[src/rtl/stx_pkg.sv]
// shared constants for the serial transmitter
package stx_pkg;
    // register indices on the plain register port
    localparam logic [2:0] STX_ADDR_DATA = 3'h0;
    localparam logic [2:0] STX_ADDR_STAT_A = 3'h1;
    localparam logic [2:0] STX_ADDR_CTRL_B = 3'h2;
    localparam logic [2:0] STX_ADDR_CTRL_C = 3'h3;
    localparam logic [2:0] STX_ADDR_BAUD_LO = 3'h4;
    localparam logic [2:0] STX_ADDR_BAUD_HI = 3'h5;
    // status_reg_a fields
    localparam int STX_A_DOUBLE_SPEED = 1;
    localparam int STX_A_BUF_EMPTY = 5;
    localparam int STX_A_TX_COMPLETE = 6;
    // ctrl_reg_b fields
    localparam int STX_B_NINTH_BIT = 0;
    localparam int STX_B_SIZE_HI = 2;
    localparam int STX_B_TX_ENABLE = 3;
    localparam int STX_B_BUF_EMPTY_IE = 5;
    localparam int STX_B_TX_COMPLETE_IE = 6;
    // ctrl_reg_c fields
    localparam int STX_C_CLOCK_POL = 0;
    localparam int STX_C_SIZE_LO = 1;
    localparam int STX_C_STOP_BITS = 3;
    localparam int STX_C_PARITY_ODD = 4;
    localparam int STX_C_PARITY_EN = 5;
    localparam int STX_C_SYNC_MODE = 6;
    // reset values
    localparam logic [7:0] STX_RST_STAT_A = 8'h20;
    localparam logic [7:0] STX_RST_CTRL_B = 8'h00;
    localparam logic [7:0] STX_RST_CTRL_C = 8'h06;
    localparam logic [11:0] STX_RST_BAUD = 12'h000;
    // ticks per bit in asynchronous modes; size code 7 is nine bits
    localparam logic [4:0] STX_TICKS_NORMAL = 5'h10;
    localparam logic [4:0] STX_TICKS_DOUBLE = 5'h08;
    localparam logic [2:0] STX_SIZE_NINE = 3'h7;
endpackage

[src/rtl/stx_bit_clock.sv]
// bit-rate strobe generator: baud divider, master clock, slave sampling
`timescale 1ns/1ns
module stx_bit_clock
    import stx_pkg::*;
#(
    parameter int DIV_W = 12
)
(
    // clock and reset
    input wire logic sys_clk_in,
    input wire logic reset_n_in,
    // configuration
    input wire logic [DIV_W-1:0] divisor_in,
    input wire logic double_speed_in,
    input wire logic sync_mode_in,
    input wire logic clock_polarity_in,
    input wire logic clk_master_in,
    input wire logic run_in,
    // external sync clock input (slave mode)
    input wire logic sync_clock_pin_in,
    // outputs
    output logic bit_strobe_out,
    output logic sync_clock_out
);
    logic [DIV_W-1:0] div_cnt_r;
    logic [4:0] tick_cnt_r;
    logic xck_meta_r;
    logic xck_sync_r;
    logic xck_prev_r;
    logic mclk_r;
    wire div_tick = (div_cnt_r == '0);
    wire [4:0] ticks_per_bit = double_speed_in ? STX_TICKS_DOUBLE
                                               : STX_TICKS_NORMAL;
    // data changes on rising edge for polarity 0, falling for 1
    wire ext_rise = xck_sync_r & ~xck_prev_r;
    wire ext_fall = ~xck_sync_r & xck_prev_r;
    wire ext_change = clock_polarity_in ? ext_fall : ext_rise;
    wire mclk_change = div_tick & (mclk_r == clock_polarity_in);
    wire async_strobe = div_tick && (tick_cnt_r == 5'h01);

    always_ff @(posedge sys_clk_in or negedge reset_n_in)
    begin
        if (!reset_n_in)
        begin
            div_cnt_r <= '0;
            tick_cnt_r <= STX_TICKS_NORMAL;
            xck_meta_r <= 1'b0;
            xck_sync_r <= 1'b0;
            xck_prev_r <= 1'b0;
            mclk_r <= 1'b0;
        end
        else
        begin
            div_cnt_r <= div_tick ? divisor_in : div_cnt_r - 1'b1;
            if (div_tick)
                tick_cnt_r <= (tick_cnt_r <= 5'h01) ? ticks_per_bit
                                                    : tick_cnt_r - 5'h01;
            xck_meta_r <= sync_clock_pin_in;
            xck_sync_r <= xck_meta_r;
            xck_prev_r <= xck_sync_r;
            // master clock idles at the level before a change edge
            if (!run_in)
                mclk_r <= clock_polarity_in;
            else if (div_tick)
                mclk_r <= ~mclk_r;
        end
    end

    assign bit_strobe_out = !sync_mode_in ? async_strobe :
                            clk_master_in ? (mclk_change & run_in) :
                            ext_change;
    assign sync_clock_out = mclk_r;
endmodule

[src/rtl/stx_transmitter.sv]
// transmit half of a serial port: registers, buffer, shifter, pins
//
// What this block does
// - While transmit enabled, drive the serial output pin from the transmitter.
// - In sync mode, transmitter owns the sync clock pin while enabled.
// - Data register write loads buffer and starts a transmission.
// - Buffer moves to shifter when idle or right after last stop bit.
// - A loaded shifter sends one frame at the selected bit rate.
// - Upper data bits beyond the character size are ignored.
// - Buffer-empty flag is one exactly while the buffer holds nothing.
// - Buffer-empty interrupt requested while flag set and enabled.
// - Writing the data register clears the buffer-empty flag.
// - Transmit-complete sets when frame done and buffer empty.
// - Transmit-complete clears on interrupt service or writing one.
// - Transmit-complete interrupt requested while flag set and enabled.
// - With parity enabled, parity bit goes between data and stop bits.
// - Clearing transmit enable waits until shifter and buffer are empty.
// - Once truly disabled, the output pin returns to port control.
// - Frame: low start, data LSB first, parity, high stops; idle high.
// - Parity is xor of data bits, inverted for odd.
// - Sync data changes on rising edge (pol 0) or falling (pol 1).
// - Async bit period is 16 divider ticks, 8 at double speed.
//
// Local design decisions: strobed register access and the address map.
`timescale 1ns/1ns
module stx_transmitter
    import stx_pkg::*;
#(
    parameter int DIV_W = 12
)
(
    // clock and reset
    input wire logic sys_clk_in,
    input wire logic reset_n_in,
    // register port
    input wire logic [2:0] reg_addr_in,
    input wire logic [7:0] reg_wdata_in,
    input wire logic reg_write_in,
    input wire logic reg_read_in,
    output logic [7:0] reg_rdata_out,
    // interrupt requests and service
    output logic buffer_empty_irq_out,
    output logic tx_complete_irq_out,
    input wire logic tx_complete_ack_in,
    // serial output pin
    output logic serial_out,
    output logic serial_oe_out,
    // sync clock pin
    input wire logic sync_clock_pin_in,
    output logic sync_clock_pin_out,
    output logic sync_clock_pin_oe_out
);
    typedef enum logic [2:0] {
        STX_IDLE,
        STX_START,
        STX_DATA,
        STX_PARITY,
        STX_STOP
    } stx_state_t;

    stx_state_t state_r;
    stx_state_t state_nxt;
    logic [7:0] stat_a_r;
    logic [7:0] ctrl_b_r;
    logic [7:0] ctrl_c_r;
    logic [DIV_W-1:0] baud_r;
    logic [8:0] buf_data_r;
    logic buf_full_r;
    logic [8:0] shift_r;
    logic [3:0] bit_cnt_r;
    logic parity_r;
    logic stop_cnt_r;
    logic tx_complete_r;
    logic active_r;
    logic line_r;
    logic [7:0] rdata_r;
    logic bit_strobe;
    logic sync_clk;

    // data bits for a size code: 5..8, code 7 is nine
    function automatic logic [3:0] char_bits(input logic [2:0] code);
        logic [3:0] n;
        n = 4'h5;
        case (code)
            3'h0: n = 4'h5;
            3'h1: n = 4'h6;
            3'h2: n = 4'h7;
            3'h7: n = 4'h9;
            default: n = 4'h8;
        endcase
        return n;
    endfunction

    // zero bits beyond the character size
    function automatic logic [8:0] mask_char(input logic [8:0] d,
                                             input logic [3:0] n);
        logic [8:0] m;
        m = 9'h1FF >> (4'h9 - n);
        return d & m;
    endfunction

    wire [2:0] size_code = {ctrl_b_r[STX_B_SIZE_HI],
                            ctrl_c_r[STX_C_SIZE_LO+1 -: 2]};
    wire [3:0] nbits = char_bits(size_code);
    wire tx_enable = ctrl_b_r[STX_B_TX_ENABLE];
    wire parity_en = ctrl_c_r[STX_C_PARITY_EN];
    wire parity_odd = ctrl_c_r[STX_C_PARITY_ODD];
    wire two_stops = ctrl_c_r[STX_C_STOP_BITS];
    wire sync_mode = ctrl_c_r[STX_C_SYNC_MODE];
    wire double_speed = stat_a_r[STX_A_DOUBLE_SPEED] & ~sync_mode;
    wire wr_data = reg_write_in && (reg_addr_in == STX_ADDR_DATA);
    wire wr_stat = reg_write_in && (reg_addr_in == STX_ADDR_STAT_A);
    wire wr_ctrl_b = reg_write_in && (reg_addr_in == STX_ADDR_CTRL_B);
    wire wr_ctrl_c = reg_write_in && (reg_addr_in == STX_ADDR_CTRL_C);
    wire wr_baud_lo = reg_write_in && (reg_addr_in == STX_ADDR_BAUD_LO);
    wire wr_baud_hi = reg_write_in && (reg_addr_in == STX_ADDR_BAUD_HI);
    wire frame_last = bit_strobe && (state_r == STX_STOP) &&
                      (!two_stops || stop_cnt_r);
    wire shifter_idle = (state_r == STX_IDLE);
    // load when idle, or on the strobe that ends the last stop bit
    wire load_shift = buf_full_r && active_r &&
                      (frame_last || (shifter_idle && bit_strobe));
    wire frame_done_empty = frame_last && !buf_full_r;
    // disable takes effect only when nothing is left to send
    wire drained = shifter_idle && !buf_full_r;
    wire [8:0] wr_char = mask_char({ctrl_b_r[STX_B_NINTH_BIT],
                                    reg_wdata_in}, nbits);
    wire [7:0] stat_view = {1'b0, tx_complete_r, ~buf_full_r,
                            3'h0, stat_a_r[STX_A_DOUBLE_SPEED], 1'b0};
    wire [7:0] rd_mux = (reg_addr_in == STX_ADDR_STAT_A) ? stat_view :
                        (reg_addr_in == STX_ADDR_CTRL_B) ? ctrl_b_r :
                        (reg_addr_in == STX_ADDR_CTRL_C) ? ctrl_c_r :
                        (reg_addr_in == STX_ADDR_BAUD_LO) ? baud_r[7:0] :
                        (reg_addr_in == STX_ADDR_BAUD_HI) ?
                            {4'h0, baud_r[DIV_W-1:8]} : 8'h00;

    stx_bit_clock #(
        .DIV_W(DIV_W)
    ) u_bit_clock (
        .sys_clk_in(sys_clk_in),
        .reset_n_in(reset_n_in),
        .divisor_in(baud_r),
        .double_speed_in(double_speed),
        .sync_mode_in(sync_mode),
        .clock_polarity_in(ctrl_c_r[STX_C_CLOCK_POL]),
        .clk_master_in(1'b1),
        .run_in(active_r),
        .sync_clock_pin_in(sync_clock_pin_in),
        .bit_strobe_out(bit_strobe),
        .sync_clock_out(sync_clk)
    );

    // frame sequencer
    always_comb
    begin
        state_nxt = state_r;
        if (bit_strobe)
        begin
            case (state_r)
                STX_IDLE:
                    if (load_shift)
                        state_nxt = STX_START;
                STX_START:
                    state_nxt = STX_DATA;
                STX_DATA:
                    if (bit_cnt_r == nbits - 4'h1)
                        state_nxt = parity_en ? STX_PARITY
                                              : STX_STOP;
                STX_PARITY:
                    state_nxt = STX_STOP;
                STX_STOP:
                    if (!two_stops || stop_cnt_r)
                        state_nxt = load_shift ? STX_START : STX_IDLE;
                default:
                    state_nxt = STX_IDLE;
            endcase
        end
    end

    always_ff @(posedge sys_clk_in or negedge reset_n_in)
    begin
        if (!reset_n_in)
            state_r <= STX_IDLE;
        else
            state_r <= state_nxt;
    end

    // shifter, line level and parity
    always_ff @(posedge sys_clk_in or negedge reset_n_in)
    begin
        if (!reset_n_in)
        begin
            shift_r <= 9'h000;
            bit_cnt_r <= 4'h0;
            parity_r <= 1'b0;
            stop_cnt_r <= 1'b0;
            line_r <= 1'b1;
        end
        else if (bit_strobe)
        begin
            case (state_nxt)
                STX_START:
                begin
                    shift_r <= buf_data_r;
                    parity_r <= parity_odd;
                    line_r <= 1'b0;
                    bit_cnt_r <= 4'h0;
                end
                STX_DATA:
                begin
                    line_r <= shift_r[0];
                    parity_r <= parity_r ^ shift_r[0];
                    shift_r <= {1'b0, shift_r[8:1]};
                    bit_cnt_r <= (state_r == STX_DATA) ? bit_cnt_r + 4'h1
                                                       : 4'h0;
                end
                STX_PARITY:
                    line_r <= parity_r;
                STX_STOP:
                begin
                    line_r <= 1'b1;
                    stop_cnt_r <= (state_r == STX_STOP);
                end
                default:
                    line_r <= 1'b1;
            endcase
        end
    end

    // transmit buffer and flags
    always_ff @(posedge sys_clk_in or negedge reset_n_in)
    begin
        if (!reset_n_in)
        begin
            buf_data_r <= 9'h000;
            buf_full_r <= 1'b0;
            tx_complete_r <= 1'b0;
        end
        else
        begin
            if (wr_data)
            begin
                buf_data_r <= wr_char;
                buf_full_r <= 1'b1;
            end
            else if (load_shift)
                buf_full_r <= 1'b0;
            // set wins over either clear
            if (frame_done_empty)
                tx_complete_r <= 1'b1;
            else if (tx_complete_ack_in ||
                     (wr_stat && reg_wdata_in[STX_A_TX_COMPLETE]))
                tx_complete_r <= 1'b0;
        end
    end

    // configuration registers and enable drain
    always_ff @(posedge sys_clk_in or negedge reset_n_in)
    begin
        if (!reset_n_in)
        begin
            stat_a_r <= STX_RST_STAT_A;
            ctrl_b_r <= STX_RST_CTRL_B;
            ctrl_c_r <= STX_RST_CTRL_C;
            baud_r <= STX_RST_BAUD;
            active_r <= 1'b0;
        end
        else
        begin
            if (wr_stat)
                stat_a_r[STX_A_DOUBLE_SPEED] <=
                    reg_wdata_in[STX_A_DOUBLE_SPEED];
            if (wr_ctrl_b)
                ctrl_b_r <= reg_wdata_in;
            if (wr_ctrl_c)
                ctrl_c_r <= reg_wdata_in;
            if (wr_baud_lo)
                baud_r[7:0] <= reg_wdata_in;
            if (wr_baud_hi)
                baud_r[DIV_W-1:8] <= reg_wdata_in[DIV_W-9:0];
            if (tx_enable)
                active_r <= 1'b1;
            else if (drained)
                active_r <= 1'b0;
        end
    end

    always_ff @(posedge sys_clk_in or negedge reset_n_in)
    begin
        if (!reset_n_in)
            rdata_r <= 8'h00;
        else if (reg_read_in)
            rdata_r <= rd_mux;
    end

    assign reg_rdata_out = rdata_r;
    assign buffer_empty_irq_out = ctrl_b_r[STX_B_BUF_EMPTY_IE] &
                                  ~buf_full_r;
    assign tx_complete_irq_out = ctrl_b_r[STX_B_TX_COMPLETE_IE] &
                                 tx_complete_r;
    assign serial_out = line_r;
    assign serial_oe_out = active_r;
    assign sync_clock_pin_out = sync_clk;
    // master clock drive while enabled in sync mode
    assign sync_clock_pin_oe_out = active_r & sync_mode;
endmodule

[config.mk]
export PLATFORM = sky130hd
export DESIGN_NAME = stx_transmitter
export DESIGN_NICKNAME = d
export VERILOG_FILES = /design/src/rtl/stx_pkg.sv /design/src/rtl/stx_bit_clock.sv /design/src/rtl/stx_transmitter.sv
export SDC_FILE = /design/constraint.sdc
export NUM_CORES = 1
export LEC_CHECK = 0
export BUFFER_PORTS_ARGS = -buffer_cell sky130_fd_sc_hd__buf_2
export CAP_MARGIN = 20
export CORE_ASPECT_RATIO = 0.5
export CORE_UTILIZATION = 40
export DETAILED_ROUTE_END_ITERATION = 10
export REMOVE_ABC_BUFFERS = 1
export SYNTH_ARGS = -nofsm -noshare
export SYNTH_HDL_FRONTEND = slang
export SYNTH_SLANG_ARGS = --single-unit
[constraint.sdc]
create_clock -name sys_clk_in -period 7.3 [get_ports sys_clk_in]
set_clock_uncertainty 0.05 [all_clocks]
set_input_delay 1.095 -clock sys_clk_in [delete_from_list [all_inputs] [get_ports sys_clk_in]]
set_output_delay 1.095 -clock sys_clk_in [all_outputs]
set_load 0.05 [all_outputs]
==> out/qor.txt <==
CTS
--------------------------------------------------------------------------------------------------
Clock Path Buffers ..................................................................            2
Cell at the root of the clock tree ..................................................    clkbuf_16
Total clock sinks ...................................................................           86
H-tree levels .......................................................................            3
Worst-skew pair later-pin latency ...................................................      0.34 ns
# hold bufs at CTS ..................................................................            0
Number of buffers inserted during clock tree synthesis ..............................            9
Clock tree from TritonCTS ...........................................................         done
Clock transition time at the flip-flop clock pins of the worst setup and hold paths .      0.06 ns
Post-CTS setup buffers ..............................................................            0
Number of resized instances in the post-cts repair step .............................            0

STA
--------------------------------------------------------------------------------------------------
Final number of max-transition violations ...........................................            0
Post-route fraction of the period consumed by the critical path .....................        45.9%
Worst hold slack after final layout .................................................     0.450 ns
Worst Tran Pin Value ................................................................     0.601 ns
Setup repair after global routing missed its margin .................................           no
Relative slew margins ...............................................................        59.9%
Achievable frequency ................................................................      298 MHz
Shortest period the worst path allows ...............................................      3.35 ns
Final setup violation count .........................................................            0
Number of failing hold endpoints at the final stage .................................            0
Setup TNS ...........................................................................         0 ns

POWER
--------------------------------------------------------------------------------------------------
Fraction of power consumed by the clock network .....................................        31.9%
Net switching fraction of the power .................................................        31.9%
Internal power contribution .........................................................    0.00110 W
Share of total power in combinational logic .........................................        23.8%
Register share of total power .......................................................        44.2%
Leakage Power .......................................................................      2.18 nW
Power Density .......................................................................  316 nW/um^2
Reported net switching power ........................................................   0.000516 W
Maximum ir drop on the vdd rail .....................................................       122 uV

SETUP PATH
--------------------------------------------------------------------------------------------------
Setup CP Type .......................................................................   reg -> reg
Cells on worst reg2reg path .........................................................           10
Reg-to-reg startpoint ............................................................... u_bit_clock.div_cnt_r[0]$_DFF_PN0_
Critical-path cell with the highest stage delay .....................................       or3b_1
Chain of cells forming the critical path ............................................ inv_1 -> ha_1 -> or3b_1 -> nor2_1 -> and3_1 -> mux2i_4 -> inv_6 -> nor3_2 -> nand2_1 -> o31ai_1
Maximum net fanout on the critical path .............................................           14
Slack of the worst reg-to-reg path ..................................................      3.95 ns
Element type at the critical path end ...............................................         flop
Arrival time worst endpoint .........................................................      3.55 ns
Capture point of the worst reg-to-reg path .......................................... bit_cnt_r[3]$_DFFE_PN0P_
Crit path launch type ...............................................................         flop
Required time reported for the critical path endpoint ...............................      7.50 ns
Worst path max stage delay ..........................................................      0.48 ns

YOSYS
--------------------------------------------------------------------------------------------------
Most instantiated flip-flop cell in the synthesis netlist ...........................      dfrtp_1
Biggest area contributors in the synthesized netlist ................................ dfrtp_1 (45%), mux2_2 (8.9%), nor2_1 (3.7%)
Yosys top cell area share ...........................................................        45.1%
Proportion of register bits with asynchronous set or reset after synthesis ..........         100%
Synth Warn # ........................................................................            0
Portion of the post-synthesis area used by sequential elements ......................        47.4%
Avg Inst Size Synth .................................................................   10.5 sq um
Cells after Synth ...................................................................          432
Number of register bits inferred by synthesis .......................................           86
Area leader, netlist ................................................................      dfrtp_1
Number of synthesized flops with an enable pin ......................................            0
Area of the mapped netlist ..........................................................   4550 sq um
Synth unique cells ..................................................................           80

DIE
--------------------------------------------------------------------------------------------------
Core area ...........................................................................  11000 sq um
Die X-Extent ........................................................................       153 um
Number of I/O pins ..................................................................           31
DIE AREA ............................................................................  11800 sq um
Die height ..........................................................................      77.4 um
Placement row count .................................................................           27
Starting utilization of the core area ...............................................        41.2%

DRT
--------------------------------------------------------------------------------------------------
Number of nets with antenna violations after routing ................................            0
DRC violation total after the first TritonRoute iteration ...........................          159
Routed via count ....................................................................         3299
Number of iterations in the first detailed-routing pass .............................            4
Routed wire per std cell ............................................................      16.7 um
Post-detailed-route via-to-cell ratio ...............................................         5.43
Total wire length ...................................................................      10.2 mm
Remaining DRCs ......................................................................            0

GRT
--------------------------------------------------------------------------------------------------
Pin count of the biggest net entering global routing ................................           48
Global router's overall resource usage ..............................................        18.7%
Number of antenna violations at the first check in global routing ...................            0
Overflow left after global routing ..................................................            0
Global-route wire length before repair ..............................................      17.1 mm
Via count of the first global-routing pass ..........................................         3210

CELLS AND AREA
--------------------------------------------------------------------------------------------------
Area Overhead vs Synth ..............................................................        12.5%
Layout Cell Area excl Fill ..........................................................   5120 sq um
Filler-free cell count of the finished design .......................................          607
Number of nets at the end of the flow ...............................................          483
Fraction of final layout cells with drive strength greater than 1 ...................        24.2%
N_diodes ............................................................................            0

STATUS
--------------------------------------------------------------------------------------------------
Status ..............................................................................    completed

WORST HOLD PATH
--------------------------------------------------------------------------------------------------
Worst min-delay path startpoint ..................................................... buf_data_r[0]$_DFFE_PN0P_
Tightest Hold Check Type ............................................................   reg -> reg
Worst Hold Endpoint ................................................................. buf_data_r[0]$_DFFE_PN0P_
Cell depth of the worst hold path ...................................................            2

PLACED DESIGN
--------------------------------------------------------------------------------------------------
Post-Place Cell Area ................................................................   4780 sq um
HPWL after detailed placement .......................................................      7.10 mm
Global placement routability congestion .............................................        0.780
Placed cells ........................................................................          590
Port Buffers ........................................................................           29

RUN
--------------------------------------------------------------------------------------------------
Max-cap violations ..................................................................            0

logic make-up after synthesis:
logic type | Yosys count | synth area share, %
AO/OA/AOI/OAI | 110 | 16.9
adder cells (fa/ha/maj) | 9 | 2.47
multiplexers | 41 | 10.3
buffers and inverters | 33 | 3.85
flip-flops | 86 | 47.4
AND/OR/NAND/NOR | 140 | 16.5
XOR/XNOR | 13 | 2.67
area by class of cell:
| type | instances | area (sq um) |
|---|---|---|
| clock buffer | 13 | 270 |
| clock inverter | 3 | 65.1 |
| fill | 1001 | 5930 |
| inverter | 16 | 65.1 |
| multi-input combinational | 313 | 2220 |
| sequential | 86 | 2160 |
| tap | 145 | 181 |
| timing repair buffer | 31 | 160 |
stage by stage:
stage	total power, W	setup WS (ns)	util, %
floorplan	0.000991	4.39	-
global placement	0.00110	3.99	43.3
detailed placement	0.00111	3.98	43.3
CTS	0.00163	3.95	46.3
global route	0.00172	3.69	46.3
finish	0.00162	3.95	46.3
layout by cell type (no fill, tap or decap), types with 6 or more instances in the layout:
cell       instances
ha_1               9
nor2b_1            8
a21oi_1           23
inv_1             14
mux2_2            36
buf_2             29
nor2_1            45
nand3_1           13
o22ai_1           11
clkbuf_16          9
nor3_1             8
xnor2_1            8
nand2_1           21
dfrtp_1           82
o21ai_0           22
o22a_1             6
nand2b_1           9
worst max path at each step:
stage	slack, ns	to	from
after floorplan	4.39	bit_cnt_r[3]$_DFFE_PN0P_	serial_oe_out$_DFFE_PN0P_
after global placement	3.99	bit_cnt_r[3]$_DFFE_PN0P_	u_bit_clock.div_cnt_r[0]$_DFF_PN0_
after detailed placement	3.98	bit_cnt_r[3]$_DFFE_PN0P_	u_bit_clock.div_cnt_r[0]$_DFF_PN0_
after CTS	3.95	bit_cnt_r[3]$_DFFE_PN0P_	u_bit_clock.div_cnt_r[0]$_DFF_PN0_
after global routing	3.69	bit_cnt_r[3]$_DFFE_PN0P_	u_bit_clock.div_cnt_r[0]$_DFF_PN0_
final	3.95	bit_cnt_r[3]$_DFFE_PN0P_	u_bit_clock.div_cnt_r[0]$_DFF_PN0_
state kept, by name, indices dropped and copies added, names as in the netlist:
name	cells
ctrl_b_r	8
bit_cnt_r	4
serial_oe_out	1
reg_rdata_out	8
buf_data_r	9
parity_r	1
tx_complete_r	1
u_bit_clock.sync_clock_out	1
state_r	3
ctrl_c_r	8
baud_r	12
u_bit_clock.tick_cnt_r	5
stop_cnt_r	1
buf_full_r	1
serial_out	1
shift_r	9
stat_a_r	1
u_bit_clock.div_cnt_r	12
power groups by stage:
stage / Sequential (W) / Clock (W) / Combinational (W)
2_1_floorplan: 0.000723 / 0 / 0.000267
3_3_place_gp: 0.000718 / 0 / 0.000381
3_5_place_dp: 0.000722 / 0 / 0.000386
4_1_cts: 0.000714 / 0.000527 / 0.000390
5_1_grt: 0.000734 / 0.000547 / 0.000435
6_report: 0.000715 / 0.000516 / 0.000385
routing by layer:
layer	up-vias	share of wire, %	GRT usage (%)
li1	1628	-	-
met3	14	3.7	4.19
met4	0	1.6	5.96
met5	-	0	0
met1	1606	51	26.2
met2	51	44	28.8
worst max-delay path: cells and delay by family (launching register included):
family,cells,cell delay (ns)
flops,1,0.42
simple gates,5,1.73
buf+inv,2,0.21
compound gates,1,0.20
fa+ha+maj,1,0.17
mux,1,0.48
synth_stat cells (2+ instances only):
library cell,count
a21o_1,2
a21oi_1,23
a22o_1,2
a22oi_1,5
a31oi_1,3
a32o_1,5
and2_1,2
buf_2,3
buf_6,2
clkbuf_1,10
dfrtp_1,82
dfstp_2,4
ha_1,9
inv_1,14
mux2_2,36
mux2i_1,4
nand2_1,21
nand2b_1,9
nand3_1,13
nand3b_1,3
nand4_1,3
nor2_1,45
nor2b_1,8
nor3_1,8
nor3b_1,2
nor4_1,2
o211ai_1,3
o21ai_0,22
o21ai_1,2
o22a_1,6
o22a_2,2
o22ai_1,11
o2bb2ai_1,2
o31ai_1,5
o41ai_1,2
or3_1,3
xnor2_1,8
xor2_1,4
Power figures use the tool's default switching activity.
